**src/token_crc_pkg.sv**
```systemverilog
// Shared constants, codes and CRC step functions for the token and data field logic
package token_crc_pkg;
  localparam int PID_BITS = 8;
  localparam int TOKEN_BITS = 24;
  localparam int SPLIT_BITS = 32;
  localparam int ADDR_LSB = 8;
  localparam int ADDR_W = 7;
  localparam int ENDP_LSB = 15;
  localparam int ENDP_W = 4;
  localparam int FRAME_LSB = 8;
  localparam int FRAME_W = 11;
  localparam int SPLIT_SC_BIT = 15;
  localparam int MAX_DATA_BYTES = 1024;
  localparam int CRC16_BYTES = 2;
  localparam int MAX_DATA_BITS = PID_BITS + 8 * (MAX_DATA_BYTES + CRC16_BYTES);
  localparam logic [4:0] TOKEN_BODY_BITS = 5'h0b;
  localparam logic [4:0] SPLIT_BODY_BITS = 5'h13;
  localparam logic [6:0] DEFAULT_ADDR = 7'h00;
  localparam logic [3:0] LOW_SPEED_MAX_ENDP = 4'h2;
  localparam logic [4:0] CRC5_SEED = 5'h1f;
  localparam logic [4:0] CRC5_POLY = 5'h05;
  localparam logic [4:0] CRC5_RESIDUAL = 5'h0c;
  localparam logic [15:0] CRC16_SEED = 16'hffff;
  localparam logic [15:0] CRC16_POLY = 16'h8005;
  localparam logic [15:0] CRC16_RESIDUAL = 16'h800d;
  localparam logic [3:0] PID_OUT = 4'h1;
  localparam logic [3:0] PID_IN = 4'h9;
  localparam logic [3:0] PID_SOF = 4'h5;
  localparam logic [3:0] PID_SETUP = 4'hd;
  localparam logic [3:0] PID_PING = 4'h4;
  localparam logic [3:0] PID_SPLIT = 4'h8;
  localparam logic [3:0] PID_DATA0 = 4'h3;
  localparam logic [3:0] PID_DATA1 = 4'hb;
  localparam logic [3:0] PID_DATA2 = 4'h7;
  localparam logic [3:0] PID_MDATA = 4'hf;

  function automatic logic [4:0] crc5Step(input logic [4:0] rem, input logic din);
    logic fb;
    fb = rem[4] ^ din;
    crc5Step = {rem[3:0], 1'b0} ^ (fb ? CRC5_POLY : 5'h00);
  endfunction

  function automatic logic [15:0] crc16Step(input logic [15:0] rem, input logic din);
    logic fb;
    fb = rem[15] ^ din;
    crc16Step = {rem[14:0], 1'b0} ^ (fb ? CRC16_POLY : 16'h0000);
  endfunction

  function automatic logic pidIsData(input logic [3:0] pid);
    pidIsData = (pid == PID_DATA0) || (pid == PID_DATA1) || (pid == PID_DATA2) || (pid == PID_MDATA);
  endfunction
endpackage

```
**src/serial_link_if.sv**
```systemverilog
// Unstuffed bit link between the host end and the function end
`timescale 1ns/1ps
interface serial_link_if;
  logic hostBit;
  logic hostValid;
  logic hostEop;
  logic devBit;
  logic devValid;
  logic devEop;
  modport hostEnd (output hostBit, output hostValid, output hostEop, input devBit, input devValid, input devEop);
  modport deviceEnd (input hostBit, input hostValid, input hostEop, output devBit, output devValid, output devEop);
endinterface

```
**src/packet_sender.sv**
```systemverilog
// Serialiser for token and data packets with CRC generation
`timescale 1ns/1ps
module packet_sender (
  input wire logic clk,
  input wire logic sys_rst,
  input wire logic start,
  input wire logic [3:0] pid,
  input wire logic isData,
  input wire logic noData,
  input wire logic [18:0] body,
  input wire logic [4:0] bodyBits,
  input wire logic [7:0] byteData,
  input wire logic byteValid,
  input wire logic byteLast,
  output logic byteReady,
  output logic linkBit,
  output logic linkValid,
  output logic linkEop,
  output logic busy
);
  typedef enum logic [2:0] {S_IDLE, S_SHIFT, S_FETCH, S_CRC, S_EOP} sendState_t;
  typedef struct packed {
    sendState_t st;
    logic [26:0] sh;
    logic [4:0] last;
    logic [4:0] idx;
    logic [15:0] crc;
    logic data;
    logic fin;
    logic [10:0] bytes;
    logic byteReady;
    logic linkBit;
    logic linkValid;
    logic linkEop;
    logic busy;
  } sendRegs_t;

  sendRegs_t q;
  sendRegs_t next_q;

  ////////////////////////////////////////////////////////////////
  always_comb begin
    next_q = q;
    next_q.linkValid = 1'b0;
    next_q.linkEop = 1'b0;
    unique case (q.st)
      S_IDLE: begin
        next_q.busy = start;
        if (start) begin
          next_q.sh = {body, ~pid, pid};
          next_q.idx = 5'h00;
          next_q.data = isData;
          next_q.crc = isData ? token_crc_pkg::CRC16_SEED : {11'h000, token_crc_pkg::CRC5_SEED};
          next_q.last = isData ? 5'h07 : 5'(5'h07 + bodyBits);
          next_q.fin = noData;
          next_q.bytes = 11'h000;
          next_q.st = S_SHIFT;
        end
      end
      S_SHIFT: begin
        next_q.linkBit = q.sh[0];
        next_q.linkValid = 1'b1;
        next_q.sh = q.sh >> 1;
        next_q.idx = 5'(q.idx + 5'h01);
        if (q.idx >= 5'(token_crc_pkg::PID_BITS)) begin
          next_q.crc = q.data ? token_crc_pkg::crc16Step(q.crc, q.sh[0])
                              : {11'h000, token_crc_pkg::crc5Step(q.crc[4:0], q.sh[0])};
        end
        if (q.idx == q.last) begin
          if (q.data && !q.fin) begin
            next_q.byteReady = 1'b1;
            next_q.st = S_FETCH;
          end else begin
            next_q.idx = q.data ? 5'h0f : 5'h04;
            next_q.st = S_CRC;
          end
        end
      end
      S_FETCH: begin
        if (byteValid) begin
          next_q.byteReady = 1'b0;
          next_q.sh = {19'h00000, byteData};
          next_q.idx = 5'h08;
          next_q.last = 5'h0f;
          next_q.bytes = 11'(q.bytes + 11'h001);
          next_q.fin = byteLast || (11'(q.bytes + 11'h001) == 11'(token_crc_pkg::MAX_DATA_BYTES));
          next_q.st = S_SHIFT;
        end
      end
      S_CRC: begin
        next_q.linkBit = ~q.crc[q.idx[3:0]];
        next_q.linkValid = 1'b1;
        next_q.idx = 5'(q.idx - 5'h01);
        if (q.idx == 5'h00) begin
          next_q.st = S_EOP;
        end
      end
      S_EOP: begin
        next_q.linkEop = 1'b1;
        next_q.st = S_IDLE;
      end
    endcase
  end

  always_ff @(posedge clk) begin
    if (sys_rst) begin
      q <= '0;
      q.st <= S_IDLE;
    end else begin
      q <= next_q;
    end
  end

  ////////////////////////////////////////////////////////////////
  assign byteReady = q.byteReady;
  assign linkBit = q.linkBit;
  assign linkValid = q.linkValid;
  assign linkEop = q.linkEop;
  assign busy = q.busy;
endmodule

```
**src/function_end.sv**
```systemverilog
// Function end: token decode and check, data packet receive and send
// How it works
// - Seven-bit address picks exactly one function
// - Address resets to zero until host sets
// - Four-bit endpoint field, endpoint zero fixed
// - Endpoint zero control pipe always present
// - Low speed: endpoints zero to two only
// - Address in tokens; endpoint not in split
// - Host frame counter increments, wraps, only SOF
// - Data field zero to 1024 bytes, LSb first
// - CRC covers all fields except the identifier
// - CRC runs on unstuffed bits both ways
// - CRC seeded all ones, shift with feedback
// - Sender appends inverted remainder, MSb first
// - Residual mismatch flags error, packet discarded; data bytes already passed out on rxByte
// - Stuffing of CRC bits left to line coder
// - Five-bit CRC guards all token bodies
// - Token CRC polynomial and residual checked
// - Data CRC sixteen bits with its residual
// - Token: identifier, address, endpoint, CRC order
// - Only the host ever sends tokens
// - Token valid only with end after 24 bits, split token after 32
// - Split token is four bytes, start/complete bit
// - IN, OUT, SETUP, PING reported to user
// - Address or endpoint mismatch ignores the token
// - Fields LSb first, bytes little endian
`timescale 1ns/1ps
module function_end (
  input wire logic clk,
  input wire logic sys_rst,
  serial_link_if.deviceEnd link,
  input wire logic setAddr,
  input wire logic [6:0] newAddr,
  input wire logic [15:0] epReady,
  input wire logic lowSpeed,
  output logic [6:0] devAddr,
  output logic tokenHit,
  output logic [3:0] tokenPid,
  output logic [3:0] tokenEndp,
  output logic sofSeen,
  output logic [10:0] frameNum,
  output logic splitSeen,
  output logic splitComplete,
  output logic [7:0] rxByte,
  output logic rxByteValid,
  output logic rxDone,
  output logic rxCrcOk,
  output logic crcErr,
  input wire logic txStart,
  input wire logic [3:0] txPid,
  input wire logic txEmpty,
  input wire logic [7:0] txByte,
  input wire logic txByteValid,
  input wire logic txByteLast,
  output logic txByteReady,
  output logic txBusy
);
  typedef struct packed {
    logic [6:0] devAddr;
    logic [13:0] idx;
    logic [31:0] bits;
    logic [4:0] crc5;
    logic [15:0] crc16;
    logic [7:0] cur;
    logic [15:0] hold;
    logic [1:0] held;
    logic tokenHit;
    logic [3:0] tokenPid;
    logic [3:0] tokenEndp;
    logic sofSeen;
    logic [10:0] frameNum;
    logic splitSeen;
    logic splitComplete;
    logic [7:0] rxByte;
    logic rxByteValid;
    logic rxDone;
    logic rxCrcOk;
    logic crcErr;
  } funcRegs_t;

  funcRegs_t q;
  funcRegs_t next_q;
  logic [3:0] pid;
  logic pidOk;
  logic [6:0] rxAddr;
  logic [3:0] rxEndp;
  logic crc5Ok;
  logic crc16Ok;
  logic isToken;

  ////////////////////////////////////////////////////////////////
  function automatic logic endpUsable(input logic [3:0] endp, input logic [15:0] ready, input logic slow);
    if (endp == 4'h0) begin
      endpUsable = 1'b1;
    end else if (slow && (endp > token_crc_pkg::LOW_SPEED_MAX_ENDP)) begin
      endpUsable = 1'b0;
    end else begin
      endpUsable = ready[endp];
    end
  endfunction

  assign pid = q.bits[3:0];
  assign pidOk = (q.bits[7:4] == ~q.bits[3:0]) && (q.idx >= 14'(token_crc_pkg::PID_BITS));
  assign rxAddr = q.bits[token_crc_pkg::ADDR_LSB +: token_crc_pkg::ADDR_W];
  assign rxEndp = q.bits[token_crc_pkg::ENDP_LSB +: token_crc_pkg::ENDP_W];
  assign crc5Ok = (q.crc5 == token_crc_pkg::CRC5_RESIDUAL);
  assign crc16Ok = (q.crc16 == token_crc_pkg::CRC16_RESIDUAL);
  assign isToken = (pid == token_crc_pkg::PID_OUT) || (pid == token_crc_pkg::PID_IN)
                   || (pid == token_crc_pkg::PID_SETUP) || (pid == token_crc_pkg::PID_PING);

  ////////////////////////////////////////////////////////////////
  always_comb begin
    next_q = q;
    next_q.tokenHit = 1'b0;
    next_q.sofSeen = 1'b0;
    next_q.splitSeen = 1'b0;
    next_q.rxByteValid = 1'b0;
    next_q.rxDone = 1'b0;
    next_q.crcErr = 1'b0;
    if (setAddr) begin
      next_q.devAddr = newAddr;
    end
    if (link.hostValid) begin
      if (q.idx < 14'(token_crc_pkg::SPLIT_BITS)) begin
        next_q.bits[q.idx[4:0]] = link.hostBit;
      end
      if (q.idx != '1) begin
        next_q.idx = 14'(q.idx + 14'h0001);
      end
      if (q.idx >= 14'(token_crc_pkg::PID_BITS)) begin
        next_q.crc5 = token_crc_pkg::crc5Step(q.crc5, link.hostBit);
        next_q.crc16 = token_crc_pkg::crc16Step(q.crc16, link.hostBit);
        next_q.cur = {link.hostBit, q.cur[7:1]};
        if (q.idx[2:0] == 3'h7) begin
          next_q.hold = {next_q.cur, q.hold[15:8]};
          if (q.held == 2'h2) begin
            if (pidOk && token_crc_pkg::pidIsData(pid)) begin
              next_q.rxByte = q.hold[7:0];
              next_q.rxByteValid = 1'b1;
            end
          end else begin
            next_q.held = 2'(q.held + 2'h1);
          end
        end
      end
    end
    if (link.hostEop) begin
      if (pidOk && isToken && (q.idx == 14'(token_crc_pkg::TOKEN_BITS))) begin
        if (!crc5Ok) begin
          next_q.crcErr = 1'b1;
        end else if ((rxAddr == q.devAddr) && endpUsable(rxEndp, epReady, lowSpeed)) begin
          next_q.tokenHit = 1'b1;
          next_q.tokenPid = pid;
          next_q.tokenEndp = rxEndp;
        end
      end else if (pidOk && (pid == token_crc_pkg::PID_SOF) && (q.idx == 14'(token_crc_pkg::TOKEN_BITS))) begin
        if (crc5Ok) begin
          next_q.sofSeen = 1'b1;
          next_q.frameNum = q.bits[token_crc_pkg::FRAME_LSB +: token_crc_pkg::FRAME_W];
        end else begin
          next_q.crcErr = 1'b1;
        end
      end else if (pidOk && (pid == token_crc_pkg::PID_SPLIT) && (q.idx == 14'(token_crc_pkg::SPLIT_BITS))) begin
        if (!crc5Ok) begin
          next_q.crcErr = 1'b1;
        end else if (rxAddr == q.devAddr) begin
          next_q.splitSeen = 1'b1;
          next_q.splitComplete = q.bits[token_crc_pkg::SPLIT_SC_BIT];
        end
      end else if (pidOk && token_crc_pkg::pidIsData(pid) && (q.idx[2:0] == 3'h0)
                   && (q.idx >= 14'(token_crc_pkg::PID_BITS + 16))
                   && (q.idx <= 14'(token_crc_pkg::MAX_DATA_BITS))) begin
        next_q.rxDone = 1'b1;
        next_q.rxCrcOk = crc16Ok;
        next_q.crcErr = !crc16Ok;
      end
      next_q.idx = 14'h0000;
      next_q.crc5 = token_crc_pkg::CRC5_SEED;
      next_q.crc16 = token_crc_pkg::CRC16_SEED;
      next_q.held = 2'h0;
    end
  end

  always_ff @(posedge clk) begin
    if (sys_rst) begin
      q <= '0;
      q.devAddr <= token_crc_pkg::DEFAULT_ADDR;
      q.crc5 <= token_crc_pkg::CRC5_SEED;
      q.crc16 <= token_crc_pkg::CRC16_SEED;
    end else begin
      q <= next_q;
    end
  end

  ////////////////////////////////////////////////////////////////
  packet_sender sender (
    .clk(clk),
    .sys_rst(sys_rst),
    .start(txStart),
    .pid(txPid),
    .isData(1'b1),
    .noData(txEmpty),
    .body(19'h00000),
    .bodyBits(5'h00),
    .byteData(txByte),
    .byteValid(txByteValid),
    .byteLast(txByteLast),
    .byteReady(txByteReady),
    .linkBit(link.devBit),
    .linkValid(link.devValid),
    .linkEop(link.devEop),
    .busy(txBusy)
  );

  assign devAddr = q.devAddr;
  assign tokenHit = q.tokenHit;
  assign tokenPid = q.tokenPid;
  assign tokenEndp = q.tokenEndp;
  assign sofSeen = q.sofSeen;
  assign frameNum = q.frameNum;
  assign splitSeen = q.splitSeen;
  assign splitComplete = q.splitComplete;
  assign rxByte = q.rxByte;
  assign rxByteValid = q.rxByteValid;
  assign rxDone = q.rxDone;
  assign rxCrcOk = q.rxCrcOk;
  assign crcErr = q.crcErr;
endmodule

```
**src/flat_wrapper.sv**
```systemverilog
// flat-port wrapper written by rule: the top's interface ports become plain ports
module function_end_flat 
  (clk, sys_rst, setAddr, newAddr, epReady, lowSpeed, devAddr, tokenHit, tokenPid, tokenEndp, sofSeen, frameNum, splitSeen, splitComplete, rxByte, rxByteValid, rxDone, rxCrcOk, crcErr, txStart, txPid, txEmpty, txByte, txByteValid, txByteLast, txByteReady, txBusy, link_hostBit, link_hostValid, link_hostEop, link_devBit, link_devValid, link_devEop);
  serial_link_if link_i ();
  input wire logic clk;
  input wire logic sys_rst;
  input wire logic setAddr;
  input wire logic [6:0] newAddr;
  input wire logic [15:0] epReady;
  input wire logic lowSpeed;
  output logic [6:0] devAddr;
  output logic tokenHit;
  output logic [3:0] tokenPid;
  output logic [3:0] tokenEndp;
  output logic sofSeen;
  output logic [10:0] frameNum;
  output logic splitSeen;
  output logic splitComplete;
  output logic [7:0] rxByte;
  output logic rxByteValid;
  output logic rxDone;
  output logic rxCrcOk;
  output logic crcErr;
  input wire logic txStart;
  input wire logic [3:0] txPid;
  input wire logic txEmpty;
  input wire logic [7:0] txByte;
  input wire logic txByteValid;
  input wire logic txByteLast;
  output logic txByteReady;
  output logic txBusy;
  input wire logic [$bits(link_i.hostBit)-1:0] link_hostBit;
  input wire logic [$bits(link_i.hostValid)-1:0] link_hostValid;
  input wire logic [$bits(link_i.hostEop)-1:0] link_hostEop;
  output wire logic [$bits(link_i.devBit)-1:0] link_devBit;
  output wire logic [$bits(link_i.devValid)-1:0] link_devValid;
  output wire logic [$bits(link_i.devEop)-1:0] link_devEop;
  assign link_i.hostBit = link_hostBit;
  assign link_i.hostValid = link_hostValid;
  assign link_i.hostEop = link_hostEop;
  assign link_devBit = link_i.devBit;
  assign link_devValid = link_i.devValid;
  assign link_devEop = link_i.devEop;
  function_end u_core (.clk(clk), .sys_rst(sys_rst), .link(link_i), .setAddr(setAddr), .newAddr(newAddr), .epReady(epReady), .lowSpeed(lowSpeed), .devAddr(devAddr), .tokenHit(tokenHit), .tokenPid(tokenPid), .tokenEndp(tokenEndp), .sofSeen(sofSeen), .frameNum(frameNum), .splitSeen(splitSeen), .splitComplete(splitComplete), .rxByte(rxByte), .rxByteValid(rxByteValid), .rxDone(rxDone), .rxCrcOk(rxCrcOk), .crcErr(crcErr), .txStart(txStart), .txPid(txPid), .txEmpty(txEmpty), .txByte(txByte), .txByteValid(txByteValid), .txByteLast(txByteLast), .txByteReady(txByteReady), .txBusy(txBusy));
endmodule
```
**config.mk**
```make
export PLATFORM = sky130hd
export DESIGN_NAME = function_end_flat
export DESIGN_NICKNAME = d
export VERILOG_FILES = /design/src/token_crc_pkg.sv /design/src/serial_link_if.sv /design/src/packet_sender.sv /design/src/function_end.sv /design/src/flat_wrapper.sv
export SDC_FILE = /design/constraint.sdc
export NUM_CORES = 1
export LEC_CHECK = 0
export BUFFER_PORTS_ARGS = -buffer_cell sky130_fd_sc_hd__buf_2
export CAP_MARGIN = 20
export CORE_AREA = 3 3 127 129
export CTS_CLUSTER_DIAMETER = 60
export DETAILED_ROUTE_END_ITERATION = 8
export DIE_AREA = 0 0 130 132
export PLACE_DENSITY = 0.72
export SETUP_SLACK_MARGIN = 0.15
export SYNTH_ARGS = -nofsm -noshare
export SYNTH_HDL_FRONTEND = slang
export SYNTH_SLANG_ARGS = --single-unit
```
**constraint.sdc**
```tcl
create_clock -name clk -period 2.3 [get_ports clk]
set_clock_uncertainty 0.05 [all_clocks]
set_input_delay 0.23 -clock clk [delete_from_list [all_inputs] [get_ports clk]]
set_output_delay 0.23 -clock clk [all_outputs]
set_load 0.01 [all_outputs]
```
==> metrics.yaml <==
critical_path:
  crit_type: "register to register"
  crit_path_max_incr_delay_ps: 420
  worstSetupEndpointType: "register"
  arrival_ps: 2300
  critPathLaunchType: "register"
  required_ps: 2550
  crit_chain: "nor2b_1 -> o41a_1 -> a2111oi_4 -> nand4_4 -> mux2i_1 -> nor2_1"
  worst-path-max-fanout: 8
  critPathSlowestCell: "a2111oi_4"
  reg2reg_slack_ps: 250
timing:
  finalSetupTns_ps: 0
  max_freq_ghz: 0.488
  worst_pin_slew_ps: 628
  setup_viol: 0
  hold_viol: 0
  drv_slew: 0
  rsz0062_at_grt: "yes"
  period_minus_slack_ps: 2050
  slew-limit-headroom: 0.581
  min_period_over_period: 0.890
finish:
  final_layout_size_suffix_gt1_frac: 0.199
  regArea_um2: 3470
  fin_util: 0.634
  finish.net_count: 1082
  diodes: 0
  multi_input_area_um2: 4310
  fill_cells: 1282
  area_growth_pct: 16.2
  stdcell_count: 1227
drt:
  dr.pass1.iters: 5
  drt-vias-per-instance: 5.65
  dr_total_vias: 6937
  drt_iter0_markers: 474
  route.detailed.drc: 0
  antenna_left: 0
  wire_per_inst_um: 14.7
  drt_wl_total_um: 18100
pwr:
  p_leak_nw: 3.82
  vdd_drop_max_mv: 0.564
  p_per_area_nw_per_um2: 739
clock_tree:
  htreeDepth: 4
  cts-buffers-inserted: 17
  clkLatencyLatePin_ps: 430
  clkSinkCount: 173
  clk_path_buf_depth: 2
  cts-root-buf: "clkbuf_16"
  clk_pin_slew_ps: 60
  cts_tree: "yes"
global_routing:
  grt_max_degree: 61
  antenna_found_initial: 0
  grt_pass1_vias: 6343
  grt.total_usage: 0.212
  grt_pass1_wl_um: 30300
  grt_overflow: 0
die:
  die_x_um: 130
  core_um2: 15100
  dieArea_um2: 17200
  start_util: 0.545
  die-height_um: 132
  rows: 45
  num_io_pins: 93
logic_synthesis:
  synth_warnings: 0
  synth_cell_types: 74
  async_reset_ff_frac: 0
  synth.avg_cell_area_um2: 8.57
  synth-seq-cells: 173
  postSynthCellCount: 964
  yosysTopAreaCell: "dfxtp_1"
  synth_area_leaders: "dfxtp_1, mux2i_1, nor2_1"
  synth_top_area_share: 0.419
  syn_area_um2: 8260
  synth_ff_type: "dfxtp_1"
  synth_edf_count: 0
  synthMostInstantiatedCell: "dfxtp_1"
  synth_nets: 1020
  synth_commonest_cells: "dfxtp_1, nor2_1, nand2_1"
  synth_seq_area_share: 0.419
placed_design:
  dp_hpwl_um: 12200
  dp.cells: 1184
  io_buffers: 91
  place_congestion: 0.867
worst_hold_path:
  hold_path.class: "input pin to register"
flow_run:
  cap_violations: 0
status:
  status: "complete, no violations"
-- stage by stage --
step / worst slack [ps] / hold slack (ps) / power [mW] / area, um^2
after floorplan: 289 / 321 / 3.76 / 8260
after global placement: 108 / 390 / 3.96 / 8760
after detailed placement: 97.9 / 395 / 3.97 / 8760
after CTS: 157 / 67.3 / 7.14 / 9500
after global routing: 126 / 102 / 7.35 / 9600
final: 252 / 80.6 / 7.09 / 9600
-- final timing paths --
check                                  start             endpoint  cells after the start
worst max-delay path            u_core.q[97]   u_core.tokenPid[2]                      6
worst min-delay path               txByte[7]  u_core.sender.q[51]                      3
worst max register to register  u_core.q[97]   u_core.tokenPid[2]                      6
worst min register to register  u_core.q[48]         u_core.q[40]                      2
-- placed cells by master, fill, tap and decap left out, drive strengths merged, types with 8 or more instances in the layout --
| cell type | n |
|---|---|
| dfxtp | 173 |
| nor2 | 148 |
| buf | 134 |
| nand2 | 125 |
| mux2i | 61 |
| a21oi | 59 |
| nand3 | 38 |
| o21ai | 26 |
| a211oi | 23 |
| xnor2 | 20 |
| clkbuf | 19 |
| nor3 | 17 |
| inv | 16 |
| xor2 | 15 |
| nand4 | 12 |
| nor4 | 11 |
| ha | 10 |
| or3 | 8 |
-- area by class of cell --
class | count | share of cell area
Timing Repair Buffer | 141 | 0.0913
Clock buffer | 19 | 0.0462
Tap cell | 188 | 0.0245
Clock inverter | 13 | 0.0219
Inverter | 14 | 0.00548
Sequential cell | 173 | 0.362
Multi-Input combinational cell | 679 | 0.449
-- sequential cells by signal, indices dropped and copies added, names as in the netlist --
name                     flops
u_core.crcErr                1
u_core.sofSeen               1
u_core.rxByteValid           1
u_core.tokenEndp             4
u_core.sender.linkValid      1
u_core.rxDone                1
u_core.q                    75
u_core.frameNum             11
u_core.sender.busy           1
u_core.sender.byteReady      1
u_core.sender.q             47
u_core.tokenHit              1
u_core.splitComplete         1
u_core.pid                   4
u_core.sender.linkEop        1
u_core.rxCrcOk               1
u_core.tokenPid              4
u_core.devAddr               7
u_core.rxByte                8
u_core.sender.linkBit        1
u_core.splitSeen             1
-- metal layers --
layer | GRT usage | routed length, um | share of wire | up-vias
met5 | 0 | 0 | 0 | -
met4 | 0.0629 | 214 | 0.012 | 0
met3 | 0.0393 | 845 | 0.047 | 16
met2 | 0.327 | 8220 | 0.45 | 183
met1 | 0.303 | 8810 | 0.49 | 3271
li1 | - | - | - | 3467
-- worst max-delay path: cells and delay by family (launching register included) --
family / cells / cell delay, ps
flops: 1 / 370
compound gates: 2 / 790
simple gates: 3 / 470
mux: 1 / 250
-- cells by family (layout without fill, tap and decap cells) --
| group | after synthesis | count (layout) | share of synthesized area |
|---|---|---|---|
| compound gates | 154 | 154 | 0.124 |
| xor+xnor | 35 | 35 | 0.0371 |
| fa+ha+maj | 10 | 10 | 0.0151 |
| buf+inv | 112 | 187 | 0.0706 |
| flops | 173 | 173 | 0.419 |
| mux | 68 | 68 | 0.0948 |
| simple gates | 412 | 412 | 0.239 |
-- where the power goes --
group	switching, mW	internal, mW
registers	0.0882	3.10
clock network	1.19	1.96
logic	0.427	0.325
total	1.71	5.39
-- timing repair --
item	CTS	global route
setup endpoints to repair	8	31
endpoints found under the hold margin	7	0
pin swaps	1	4
hold buffers	7	0
setup buffers	1	3
resized for setup	2	20
Power figures use the tool's default switching activity.
